`src/twb_regs.svh`:
```
// Register offsets, field positions, reset values, status codes and timing of the byte engine
`ifndef TWB_REGS_SVH
`define TWB_REGS_SVH

// ****************************************
// Register offsets
// ****************************************
`define TWB_OFF_CTRL 3'h0
`define TWB_OFF_STAT 3'h1
`define TWB_OFF_DATA 3'h2
`define TWB_OFF_OWN 3'h3

// ****************************************
// Control fields
// ****************************************
`define TWB_CTRL_FLAG 7
`define TWB_CTRL_ACK 6
`define TWB_CTRL_STA 5
`define TWB_CTRL_STO 4
`define TWB_CTRL_EN 2
`define TWB_CTRL_IE 0

// ****************************************
// Reset values
// ****************************************
`define TWB_RST_OWN 7'h00
`define TWB_RST_DATA 8'hff

// ****************************************
// Status codes
// ****************************************
`define TWB_ST_NONE 8'hf8
`define TWB_ST_START 8'h08
`define TWB_ST_ADDR_ACK 8'h18
`define TWB_ST_ADDR_NACK 8'h20
`define TWB_ST_DATA_ACK 8'h28
`define TWB_ST_DATA_NACK 8'h30
`define TWB_ST_ARB_LOST 8'h38
`define TWB_ST_RX_ACK 8'h50
`define TWB_ST_RX_NACK 8'h58
`define TWB_ST_ARB_ADDR 8'h68
`define TWB_ST_SLV_ACK 8'h80
`define TWB_ST_SLV_NACK 8'h88

// ****************************************
// Timing
// ****************************************
`define TWB_CLK_NS 4
`define TWB_HALF_NS 5000
`define TWB_HALF_CYC ((`TWB_HALF_NS + `TWB_CLK_NS - 1) / `TWB_CLK_NS)

`endif

```
`src/twb_pkg.sv`:
```
// Types of the byte engine: controller states and the packed state record
package twb_pkg;

  typedef enum logic [3:0] {
    IDLE, RSTART, START_HI, START_LO, BIT_LO, BIT_HI,
    HOLD, STOP_LO, STOP_HI, STOP_END, SLV
  } state_e;

  typedef struct packed {
    state_e st;
    logic scl_m;
    logic sda_m;
    logic scl_s;
    logic sda_s;
    logic scl_p;
    logic sda_p;
    logic busy;
    logic [10:0] cnt;
    logic seen;
    logic [3:0] idx;
    logic [7:0] shreg;
    logic flag;
    logic [7:0] code;
    logic [7:0] status;
    logic sta;
    logic sto;
    logic ack_en;
    logic en;
    logic ie;
    logic [6:0] own_addr;
    logic addr_ph;
    logic rx;
    logic slave;
    logic matched;
    logic scl_oe;
    logic sda_oe;
    logic pin_lvl;
    logic irq;
    logic [7:0] rdata;
  } state_s;

endpackage

```
`src/two_wire_byte_transfer_engine.sv`:
```
// Byte-oriented two-wire bus engine: master transfer, arbitration and slave follow-on
//
// Our own choices: the register offsets and the strobed register port.
`timescale 1ns/1ps
`default_nettype none
`include "twb_regs.svh"

module two_wire_byte_transfer_engine (
  // Clock and reset
  input wire logic i_clk,
  input wire logic i_resetn,
  // Register port
  input wire logic [2:0] i_addr,
  input wire logic [7:0] i_wdata,
  input wire logic i_wr,
  input wire logic i_rd,
  output logic [7:0] o_rdata,
  // Interrupt request
  input wire logic i_global_ie,
  output logic o_irq,
  // Bus pins
  input wire logic i_scl,
  output logic o_scl_out,
  output logic o_scl_oe,
  input wire logic i_sda,
  output logic o_sda_out,
  output logic o_sda_oe
);

  localparam logic [10:0] HALF_LAST = 11'(`TWB_HALF_CYC - 1);

  twb_pkg::state_s r_q;
  twb_pkg::state_s r_d;
  logic set_ev;
  logic clr;
  logic half_done;
  logic rise;
  logic fall;
  logic start_det;
  logic stop_det;
  logic tx;

  // ****************************************
  // Next state
  // ****************************************
  always_comb
  begin
    r_d = r_q;
    set_ev = 1'b0;
    r_d.scl_m = i_scl;
    r_d.sda_m = i_sda;
    r_d.scl_s = r_q.scl_m;
    r_d.sda_s = r_q.sda_m;
    r_d.scl_p = r_q.scl_s;
    r_d.sda_p = r_q.sda_s;
    r_d.pin_lvl = 1'b0;
    rise = r_q.scl_s & ~r_q.scl_p;
    fall = ~r_q.scl_s & r_q.scl_p;
    start_det = r_q.scl_s & r_q.scl_p & r_q.sda_p & ~r_q.sda_s;
    stop_det = r_q.scl_s & r_q.scl_p & ~r_q.sda_p & r_q.sda_s;
    half_done = (r_q.cnt == HALF_LAST);
    tx = r_q.addr_ph | ~r_q.rx;
    r_d.irq = r_q.flag & r_q.ie & i_global_ie;
    r_d.status = r_q.flag ? r_q.code : `TWB_ST_NONE;
    if (start_det)
      r_d.busy = 1'b1;
    else if (stop_det)
      r_d.busy = 1'b0;
    // Register reads answer in the next cycle only
    r_d.rdata = 8'h00;
    if (i_rd)
    begin
      unique case (i_addr)
        `TWB_OFF_CTRL: r_d.rdata = {r_q.flag, r_q.ack_en, r_q.sta, r_q.sto,
                                    1'b0, r_q.en, 1'b0, r_q.ie};
        `TWB_OFF_STAT: r_d.rdata = r_q.status;
        `TWB_OFF_DATA: r_d.rdata = r_q.shreg;
        `TWB_OFF_OWN: r_d.rdata = {r_q.own_addr, 1'b0};
        default: r_d.rdata = 8'h00;
      endcase
    end
    clr = i_wr && (i_addr == `TWB_OFF_CTRL) && i_wdata[`TWB_CTRL_FLAG];
    if (i_wr && (i_addr == `TWB_OFF_CTRL))
    begin
      r_d.ack_en = i_wdata[`TWB_CTRL_ACK];
      r_d.sta = i_wdata[`TWB_CTRL_STA];
      r_d.sto = i_wdata[`TWB_CTRL_STO];
      r_d.en = i_wdata[`TWB_CTRL_EN];
      r_d.ie = i_wdata[`TWB_CTRL_IE];
    end
    if (i_wr && (i_addr == `TWB_OFF_DATA))
      r_d.shreg = i_wdata;
    if (i_wr && (i_addr == `TWB_OFF_OWN))
      r_d.own_addr = i_wdata[7:1];
    r_d.cnt = r_q.cnt + 11'h001;
    unique case (r_q.st)
      twb_pkg::IDLE:
      begin
        r_d.scl_oe = 1'b0;
        r_d.sda_oe = 1'b0;
        r_d.slave = 1'b0;
        if (r_q.en && r_q.sta && !r_q.flag && !r_q.busy)
        begin
          r_d.st = twb_pkg::START_HI;
          r_d.seen = 1'b0;
        end
      end
      twb_pkg::RSTART:
      begin
        r_d.sda_oe = 1'b0;
        if (half_done)
        begin
          r_d.st = twb_pkg::START_HI;
          r_d.scl_oe = 1'b0;
          r_d.seen = 1'b0;
        end
      end
      twb_pkg::START_HI:
      begin
        if (!r_q.seen)
        begin
          r_d.seen = r_q.scl_s;
          r_d.cnt = 11'h000;
        end
        else if (half_done)
        begin
          r_d.st = twb_pkg::START_LO;
          r_d.sda_oe = 1'b1;
          r_d.cnt = 11'h000;
        end
      end
      twb_pkg::START_LO:
      begin
        if (half_done)
        begin
          r_d.st = twb_pkg::HOLD;
          r_d.scl_oe = 1'b1;
          r_d.code = `TWB_ST_START;
          set_ev = 1'b1;
          r_d.addr_ph = 1'b1;
          r_d.matched = 1'b0;
        end
      end
      twb_pkg::BIT_LO:
      begin
        r_d.scl_oe = 1'b1;
        if (r_q.idx == 4'h8)
          r_d.sda_oe = r_q.rx & ~r_q.addr_ph & r_q.ack_en;
        else
          r_d.sda_oe = tx & ~r_q.shreg[7];
        if (half_done)
        begin
          r_d.st = twb_pkg::BIT_HI;
          r_d.scl_oe = 1'b0;
          r_d.seen = 1'b0;
        end
      end
      twb_pkg::BIT_HI:
      begin
        if (!r_q.seen)
        begin
          r_d.seen = r_q.scl_s;
          r_d.cnt = 11'h000;
        end
        else if (half_done || !r_q.scl_s)
        begin
          if (r_q.idx == 4'h8)
          begin
            r_d.st = twb_pkg::HOLD;
            r_d.scl_oe = 1'b1;
            set_ev = 1'b1;
            r_d.idx = 4'h0;
            r_d.addr_ph = 1'b0;
            if (r_q.addr_ph)
            begin
              r_d.rx = r_q.shreg[0];
              r_d.code = r_q.sda_s ? `TWB_ST_ADDR_NACK : `TWB_ST_ADDR_ACK;
            end
            else if (r_q.rx)
              r_d.code = r_q.sda_s ? `TWB_ST_RX_NACK : `TWB_ST_RX_ACK;
            else
              r_d.code = r_q.sda_s ? `TWB_ST_DATA_NACK : `TWB_ST_DATA_ACK;
          end
          else
          begin
            r_d.shreg = {r_q.shreg[6:0], r_q.sda_s};
            r_d.idx = r_q.idx + 4'h1;
            if (tx && !r_q.sda_oe && !r_q.sda_s)
            begin
              r_d.st = twb_pkg::SLV;
              r_d.slave = 1'b1;
              r_d.matched = 1'b0;
              r_d.scl_oe = 1'b0;
              r_d.sda_oe = 1'b0;
            end
            else
            begin
              r_d.st = twb_pkg::BIT_LO;
              r_d.scl_oe = 1'b1;
              r_d.cnt = 11'h000;
            end
          end
        end
      end
      twb_pkg::HOLD:
      begin
        r_d.scl_oe = 1'b1;
        r_d.sda_oe = 1'b0;
        r_d.cnt = 11'h000;
        if (!r_q.flag)
        begin
          if (r_q.slave)
          begin
            r_d.scl_oe = 1'b0;
            r_d.idx = 4'h0;
            r_d.st = r_q.matched ? twb_pkg::SLV : twb_pkg::IDLE;
          end
          else if (r_q.sta)
            r_d.st = twb_pkg::RSTART;
          else if (r_q.sto)
            r_d.st = twb_pkg::STOP_LO;
          else
          begin
            r_d.st = twb_pkg::BIT_LO;
            r_d.idx = 4'h0;
          end
        end
      end
      twb_pkg::STOP_LO:
      begin
        r_d.sda_oe = 1'b1;
        if (half_done)
        begin
          r_d.st = twb_pkg::STOP_HI;
          r_d.scl_oe = 1'b0;
          r_d.seen = 1'b0;
        end
      end
      twb_pkg::STOP_HI:
      begin
        if (!r_q.seen)
        begin
          r_d.seen = r_q.scl_s;
          r_d.cnt = 11'h000;
        end
        else if (half_done)
        begin
          r_d.st = twb_pkg::STOP_END;
          r_d.sda_oe = 1'b0;
          r_d.cnt = 11'h000;
        end
      end
      twb_pkg::STOP_END:
      begin
        if (half_done)
        begin
          r_d.st = twb_pkg::IDLE;
          r_d.sto = 1'b0;
        end
      end
      twb_pkg::SLV:
      begin
        r_d.scl_oe = 1'b0;
        if (stop_det)
          r_d.st = twb_pkg::IDLE;
        else if (start_det)
        begin
          r_d.idx = 4'h0;
          r_d.addr_ph = 1'b1;
          r_d.matched = 1'b0;
        end
        else if (rise && r_q.idx < 4'h8)
        begin
          r_d.shreg = {r_q.shreg[6:0], r_q.sda_s};
          r_d.idx = r_q.idx + 4'h1;
        end
        else if (fall && r_q.idx == 4'h8)
        begin
          r_d.idx = 4'h9;
          if (r_q.addr_ph)
          begin
            r_d.matched = (r_q.shreg[7:1] == r_q.own_addr) & ~r_q.shreg[0];
            r_d.sda_oe = (r_q.shreg[7:1] == r_q.own_addr) & ~r_q.shreg[0];
          end
          else
            r_d.sda_oe = r_q.matched & r_q.ack_en;
        end
        else if (fall && r_q.idx == 4'h9)
        begin
          r_d.st = twb_pkg::HOLD;
          r_d.scl_oe = 1'b1;
          r_d.sda_oe = 1'b0;
          set_ev = 1'b1;
          r_d.addr_ph = 1'b0;
          if (!r_q.matched)
            r_d.code = `TWB_ST_ARB_LOST;
          else if (r_q.addr_ph)
            r_d.code = `TWB_ST_ARB_ADDR;
          else
            r_d.code = r_q.sda_oe ? `TWB_ST_SLV_ACK : `TWB_ST_SLV_NACK;
        end
      end
    endcase
    if (!r_q.en && r_q.st != twb_pkg::HOLD)
    begin
      r_d.st = twb_pkg::IDLE;
      r_d.scl_oe = 1'b0;
      r_d.sda_oe = 1'b0;
    end
    r_d.flag = set_ev | (r_q.flag & ~clr);
  end

  // ****************************************
  // State register
  // ****************************************
  always_ff @(posedge i_clk)
  begin
    if (!i_resetn)
    begin
      r_q <= '0;
      r_q.own_addr <= `TWB_RST_OWN;
      r_q.shreg <= `TWB_RST_DATA;
      r_q.status <= `TWB_ST_NONE;
      r_q.code <= `TWB_ST_NONE;
      // Pin history starts at the idle level so no false edge follows reset
      r_q.scl_m <= 1'b1;
      r_q.sda_m <= 1'b1;
      r_q.scl_s <= 1'b1;
      r_q.sda_s <= 1'b1;
      r_q.scl_p <= 1'b1;
      r_q.sda_p <= 1'b1;
    end
    else
      r_q <= r_d;
  end

  assign o_rdata = r_q.rdata;
  assign o_irq = r_q.irq;
  assign o_scl_out = r_q.pin_lvl;
  assign o_sda_out = r_q.pin_lvl;
  assign o_scl_oe = r_q.scl_oe;
  assign o_sda_oe = r_q.sda_oe;

  // ****************************************
  // Checks
  // ****************************************
  a_flag_holds_scl: assert property (@(posedge i_clk) disable iff (!i_resetn)
    r_q.flag && $past(r_q.flag) |-> r_q.scl_oe)
    else $error("SCL released while event flag set");

  a_status_lag: assert property (@(posedge i_clk) disable iff (!i_resetn)
    $rose(r_q.flag) |=> r_q.status == $past(r_q.code))
    else $error("status not loaded one cycle after flag");

  a_status_none: assert property (@(posedge i_clk) disable iff (!i_resetn)
    !r_q.flag ##1 !r_q.flag |-> r_q.status == `TWB_ST_NONE)
    else $error("status not no-info while flag clear");

  a_no_op_flag: assert property (@(posedge i_clk) disable iff (!i_resetn)
    r_q.flag && $past(r_q.flag) |-> r_q.st == twb_pkg::HOLD || r_q.st == twb_pkg::IDLE)
    else $error("operation ran while flag set");

  a_stop_no_flag: assert property (@(posedge i_clk) disable iff (!i_resetn)
    $past(r_q.st) == twb_pkg::STOP_END && r_q.st == twb_pkg::IDLE |-> !$rose(r_q.flag))
    else $error("flag set after stop");

  a_nine_bits: assert property (@(posedge i_clk) disable iff (!i_resetn)
    $past(r_q.st) == twb_pkg::BIT_HI && r_q.st == twb_pkg::HOLD |-> $past(r_q.idx) == 4'h8)
    else $error("packet ended off the ninth bit");

  a_lose_high: assert property (@(posedge i_clk) disable iff (!i_resetn)
    $past(r_q.st) == twb_pkg::BIT_HI && r_q.st == twb_pkg::SLV
      |-> !$past(r_q.sda_oe) && !$past(r_q.sda_s))
    else $error("arbitration lost while driving low");

  a_lost_release: assert property (@(posedge i_clk) disable iff (!i_resetn)
    r_q.st == twb_pkg::SLV && !r_q.matched && r_q.idx != 4'h9 |-> !r_q.sda_oe)
    else $error("SDA driven after arbitration loss");

  a_start_code: assert property (@(posedge i_clk) disable iff (!i_resetn)
    $past(r_q.st) == twb_pkg::START_LO && r_q.st == twb_pkg::HOLD
      |-> r_q.flag && r_q.code == `TWB_ST_START ##1 r_q.status == `TWB_ST_START)
    else $error("start not reported");

endmodule // two_wire_byte_transfer_engine

`default_nettype wire

```
`config.mk`:
```
export PLATFORM = sky130hd
export DESIGN_NAME = two_wire_byte_transfer_engine
export DESIGN_NICKNAME = d
export VERILOG_FILES = /design/src/twb_pkg.sv /design/src/two_wire_byte_transfer_engine.sv
export VERILOG_INCLUDE_DIRS = /design/src
export SDC_FILE = /design/constraint.sdc
export NUM_CORES = 1
export LEC_CHECK = 0
export BUFFER_PORTS_ARGS = -buffer_cell sky130_fd_sc_hd__buf_2
export CAP_MARGIN = 20
export CORE_MARGIN = 1
export CORE_UTILIZATION = 45
export CTS_CLUSTER_DIAMETER = 60
export DETAILED_ROUTE_END_ITERATION = 8
export PLACE_DENSITY_LB_ADDON = 0.1
export SYNTH_ARGS = -nofsm -noshare
export SYNTH_HDL_FRONTEND = slang
export SYNTH_SLANG_ARGS = --single-unit
```
`constraint.sdc`:
```
create_clock -name i_clk -period 2.7 [get_ports i_clk]
set_input_delay 0.135 -clock i_clk [delete_from_list [all_inputs] [get_ports i_clk]]
set_output_delay 0.135 -clock i_clk [all_outputs]
set_load 0.03 [all_outputs]
```
==> results of run 1 <==
-- synth_stat cells (all sizes together), types with 3 or more instances --
cell type and n:
nand4bb 3, dfxtp 73, nor3 23, mux2i 32, o22a 4, nand3 23
nor4 3, nand3b 4, and4 4, ha 6, inv 12, a211oi 3
and2 4, xor2 5, o22ai 4, or2 8, a31oi 4, a221oi 4
nand4b 4, nand4 4, nor4bb 3, xnor2 13, clkbuf 20, o21bai 3
mux2 3, o211ai 12, nor2b 7, a211o 3, nand2b 14, a41oi 4
o31ai 6, buf 21, a22oi 3, a21oi 23, nor2 39, o21ai 12
nand2 55
-- cells by family after synthesis --
group	after synthesis	share of synthesized area (%)
DFF	73	34.6
other	1	0.0887
buffers and inverters	54	5.89
adders and majority gates	6	1.78
muxes	35	8.47
AOI/OAI and AO/OA	104	18.5
xor gates and xnor gates	18	3.73
and+or+nand+nor	210	26.9
-- path summary, 6_finish.rpt --
path	end	depth (start not counted)	startpoint
max	r_q[42]	7	r_q[59]
min	r_q[16]	3	i_wdata[1]
max reg2reg	r_q[42]	7	r_q[59]
min reg2reg	r_d[71]	1	r_d[73]
-- area by class of cell --
type	count	area, sq um
Fill cell	876	4250
Sequential cell	73	1460
Tap cell	108	135
Clock buffer	10	128
Inverter	13	48.8
Clock inverter	6	90.1
Multi-Input combinational cell	375	2520
Timing Repair Buffer	43	260
-- critical path, delay by kind of cell (launching register included) --
family / cells / cell delay [ns]
simple gates: 2 / 0.54
flops: 1 / 0.37
fa+ha+maj: 1 / 0.21
compound gates: 2 / 0.69
mux: 1 / 0.32
buf+inv: 1 / 0.06
-- repair_timing --
item	in CTS	in global routing
hold buffers	3	0
buffers inserted	0	0
hold endpoints to repair	3	0
-- routing by layer --
metal  up-vias  global-route usage (%)  wire length (um)
li1       1824                       -                 -
met2       135                    39.5              5250
met4         0                    9.99               299
met3        31                    3.97               562
met5         -                       0                 0
met1      1790                    28.6              4810
-- stage by stage --
| stage | hold WS, ns | util, % | setup slack [ns] | std cells | power, mW |
|---|---|---|---|---|---|
| floorplan | 0.236 | - | 0.593 | 502 | 1.22 |
| global placement | 0.317 | 49.4 | 0.464 | 609 | 1.26 |
| detailed placement | 0.321 | 49.4 | 0.428 | 609 | 1.26 |
| CTS | 0.00221 | 52.2 | 0.396 | 628 | 2.24 |
| global route | 0.0356 | 52.2 | 0.250 | 628 | 2.28 |
| finish | 0.0236 | 52.2 | 0.408 | 628 | 2.21 |
-- power by group --
part | internal (mW) | switching (mW) | total, mW | leakage (nW)
Combinational | 0.0538 | 0.0754 | 0.129 | 1.01
Sequential | 1.09 | 0.0181 | 1.11 | 0.592
Clock | 0.524 | 0.442 | 0.966 | 0.107
-- state kept, by name, summed over array words and instances (netlist names) --
signal and count:
r_q 58, o_rdata 8, r_d 4, o_irq 1, o_scl_oe 1, o_sda_oe 1
==> metrics.txt, run 1 <==
most common cell after layout, fill and taps aside=dfxtp_1; Initial DRC Count=between 200 and 300; CP startpoint kind=register; max frequency=around 440 MHz; RSZ-0062 raised after global routing=false; CP Class=reg2reg; wire per inst=17.4 um; Mapped Cells=approximately 500; Top FF cell, synth=dfxtp_1; area grow syn2layout=9.86%; io pins=31; min Tclk post-route=approximately 2.3 ns; largest net degree at the start of global routing=35; Initial Util=47.5%; Worst-Skew Late Latency=0.36 ns; VDD IR-drop max=~0.27 mV; GP Congestion=approximately 0.9; Layout Nets=~540; largest cells by area after synthesis=dfxtp_1, mux2i_1, nand2_1; initial antenna violation count=0; number of synthesized flops with an enable pin=0; Avg Cell Area, Syn=8.44 sq um; Slew Limit Fails=0; Critical Path Max Stage Delay=roughly 0.46 ns; Worst path slowest cell=a41oi_2; share of layout cells above drive strength 1=between 10% and 20%; root buf cell=clkbuf_8; pwr dens=between 400 and 500 nW/um^2; Slew headroom=a little over half; Num CTS Buffers=9; Synth top area share=34.6%; Row Count=34; detailed-route via count=~3800; Final Hold Fails=0; Critical Path RT=between 2 and 3 ns; CTS sink cnt=between 70 and 80; number of max-cap violations=0; gr usage total=23.1%; #FFs+latches synth=73; Final Cell Area=between 4000 and 5000 sq um; Post-route DRC=0; number of global-route vias before repair=between 3000 and 4000; clock-pin slew on the worst setup and hold paths=about 0.090 ns; Final setup viols=0; final critical-path share of the clock period=84.9%; I/O Buffers=28; critical path fanouts, max=8; die area=between 9000 and 10000 sq um; worst min path class=in2reg; Setup TNS=0 ns; leakage=1.71 nW; dpl cell area=~4400 sq um; Synth area leader=dfxtp_1; Cell Chain, Critical Path=inv_1 -> ha_1 -> and4bb_2 -> a41oi_2 -> o22ai_2 -> nor2_2 -> mux2_4; asr flop ratio synth=0%; H-tree levels=3; ant diodes=0; Die Ht=98.9 um; hpwl dp=between 7000 and 8000 um; Clock Tree Buf Depth=2; Yosys Warn Count=0; Pre-Repair DR Iteration Count=5; status=complete, no violations; cell area after synthesis=4230 sq um; critical path endpoint category=register; Worst-Margin Slew=~0.68 ns; post-CTS sizing=0; final WL=roughly 11000 um; Arr. time, crit path=around 2.5 ns; global route total overflow=0; Clock Skew=between 0.01 and 0.015 ns; area of the core=~8900 sq um; Cell variety after synth=75; first-pass GRT wire length=17600 um; die width=a little under 100 um; CTS tree=built; Detail Route Antenna Nets=0; Worst R2R Setup Slack=0.41 ns; commonest cells after routing, fill and taps aside=dfxtp_1, nand2_1, nor2_1; Seq/Total Area, Yosys=between 30% and 40%; vias per std cell=around 6.0
Power figures use the tool's default switching activity.
==> run 2: changes to the inputs <==
clock period = 2 ns   (was 2.7 ns; I/O delays follow)
==> run 2 against run 1 <==
The run now ends with setup timing left. Critical path depth fell by 2. Hold slack improved by 0.0029 ns. Final cell count rose by 8.4%. Sequential share of layout area fell by 3.0 points. Die area did not move. First-iteration DRC count fell by 32%. Via count rose by 4.2%. Core utilization rose by 5.9 points. Non-clock buffer count rose by 53. Power rose by 31%. Largest cell class unchanged. Highest routed layer unchanged.
==> metrics.txt, run 2 (synthesis results as in run 1) <==
global routing usage on met3=approximately 5%; final WL=approximately 12000 um; Slew headroom=62.2%; Pre-Repair DR Iteration Count=5; Initial DRC Count=about 180; number of global-route vias before repair=3915; logic gate share of total power=roughly 7.1%; clock-pin slew on the worst setup and hold paths=0.08 ns; CP top delay family=simple AND/OR/NAND/NOR gates; detailed-route via count=about 3900; Worst path slowest cell=or4b_4; Post-route DRC=0; I/O Buffers=28; final std cells w/o fill=around 680; share of layout cells above drive strength 1=approximately a quarter; Final Hold Fails=0; Critical Path RT=about 2.3 ns; Critical Path Max Stage Delay=0.58 ns; pwr dens=between 500 and 600 nW/um^2; Final WS setup=-0.0394 ns; clock network power share=41.4%; CTS tree=built; Row Count=34; die area=9780 sq um; ant diodes=0; grt met2 use=between 40% and 50%; Die Ht=between 90 and 100 um; Worst-Margin Slew=around 0.56 ns; Cell Chain, Critical Path=or4b_4 -> nor3_4 -> and4_4 -> nor2_2 -> mux2_4; Worst-Skew Late Latency=roughly 0.36 ns; initial antenna violation count=0; Detail Route Antenna Nets=0; Initial Util=between 40% and 50%; Seq pwr share=roughly half; commonest cells after routing, fill and taps aside=dfxtp_1, nand2_1, buf_4; crit path buf inv count=0; fill count=approximately 830; min Tclk post-route=slightly above 2 ns; Int Pwr=2.15 mW; Largest register FFs=between 50 and 60; Pwr Total=roughly 2.9 mW; violated checks=setup timing; Num CTS Buffers=9; CP Class=reg2reg; switching power=~750 uW; Final Cell Area=around 5200 sq um; area of the core=approximately 8900 sq um; Final setup viols=7; CTS sink cnt=73; Arr. time, crit path=around 2.3 ns; CP startpoint kind=register; critical path fanouts, max=7; VDD IR-drop max=0.301 mV; dpl cell area=4710 sq um; largest net degree at the start of global routing=31; RSZ-0062 raised after global routing=true; DP Worst Slack=-0.0582 ns; leakage=1.99 nW; io pins=31; hpwl dp=between 8000 and 9000 um; Util after Layout=between 50% and 60%; worst min path class=in2reg; Clock Skew=0.0187 ns; GRT busiest layer=met2; dpl cells=about 650; number of max-cap violations=0; max frequency=approximately 500 MHz; final critical-path share of the clock period=102%; first-pass GRT wire length=about 19000 um; root buf cell=clkbuf_8; Layout Nets=592; gr usage total=25.3%; die width=around 99 um; vias per std cell=5.79; Biggest register=r_q; critical path endpoint category=register; met1 usage=between 20% and 30%; Clock Tree Buf Depth=2; switching power share of the total=between 20 and 30%; most common cell after layout, fill and taps aside=dfxtp_1; Slew Limit Fails=0; status=finished with violations; GP Congestion=0.968; wire per inst=about 17 um; global route total overflow=0; H-tree levels=3; area grow syn2layout=22.3%
[run 2: changes by cell type in the layout (fill, tap and decap cells not counted), moves of 2 or more]
cell           previous run  this run
buf_6                     0         4
a22oi_1                   3         1
buf_4                    12        53
dfxtp_1                  73        66
dfxtp_2                   0         6
dlygate4sd3_1             3        10
nor3_1                   22        19
a22oi_2                   0         2
nor3_2                    0         3
[run 2: final cells by class]
class / count / area, sq um / share of cell area, %
Multi-Input combinational cell: 375 / 2610 / 50.4
Sequential cell: 73 / 1470 / 28.5
Timing Repair Buffer: 96 / 703 / 13.6
Tap cell: 108 / 135 / 2.62
Clock buffer: 9 / 124 / 2.40
Clock inverter: 7 / 77.6 / 1.50
Inverter: 13 / 48.8 / 0.944
[run 2: power groups by stage]
stage          clock, mW  combinational, mW  sequential [mW]
6_report            1.20              0.205             1.49
5_1_grt             1.30              0.224             1.50
4_1_cts             1.23              0.203             1.49
3_5_place_dp           0              0.187             1.53
3_3_place_gp           0              0.185             1.53
2_1_floorplan          0              0.129             1.52
[run 2: layer usage]
metal,share of wire [%],routed length [um]
met3,4.6,529
met1,42,4900
met5,0,0
met4,2.6,306
met2,51,5870
[run 2: timing repair]
| action | CTS | global route |
|---|---|---|
| gates resized for setup | 2 | 29 |
| hold endpoints to repair | 10 | 0 |
| cloned | 0 | 1 |
| hold buffers | 10 | 0 |
| endpoints found under the setup margin | 11 | 27 |
| pin swaps | 4 | 7 |
| setup buffers | 1 | 5 |
[run 2: path summary, 6_finish.rpt]
kind / startpoint / slack, ns / end / cells past startpoint
worst max register to register: r_q[67] / -0.04 / r_q[42] / 5
worst min-delay path: i_wdata[5] / 0.03 / r_q[20] / 3
worst min register to register: r_d[72] / 0.40 / r_d[70] / 1
worst max-delay path: r_q[67] / -0.04 / r_q[42] / 5
[run 2: worst register-to-register path, cell delays in order, from the launching register on]
cell and delay [ns]:
dfxtp_2 0.33, or4b_4 0.58, nor3_4 0.36, and4_4 0.31
nor2_2 0.05, mux2_4 0.29
[run 2: per-stage QoR]
stage | TNS (ns) | hold slack [ns]
after detailed placement | -0.256 | 0.286
after global placement | -0.0497 | 0.279
after CTS | -0.00270 | 0.00801
after floorplan | 0 | 0.201
after global routing | -1.20 | 0.0332
final | -0.0565 | 0.0266
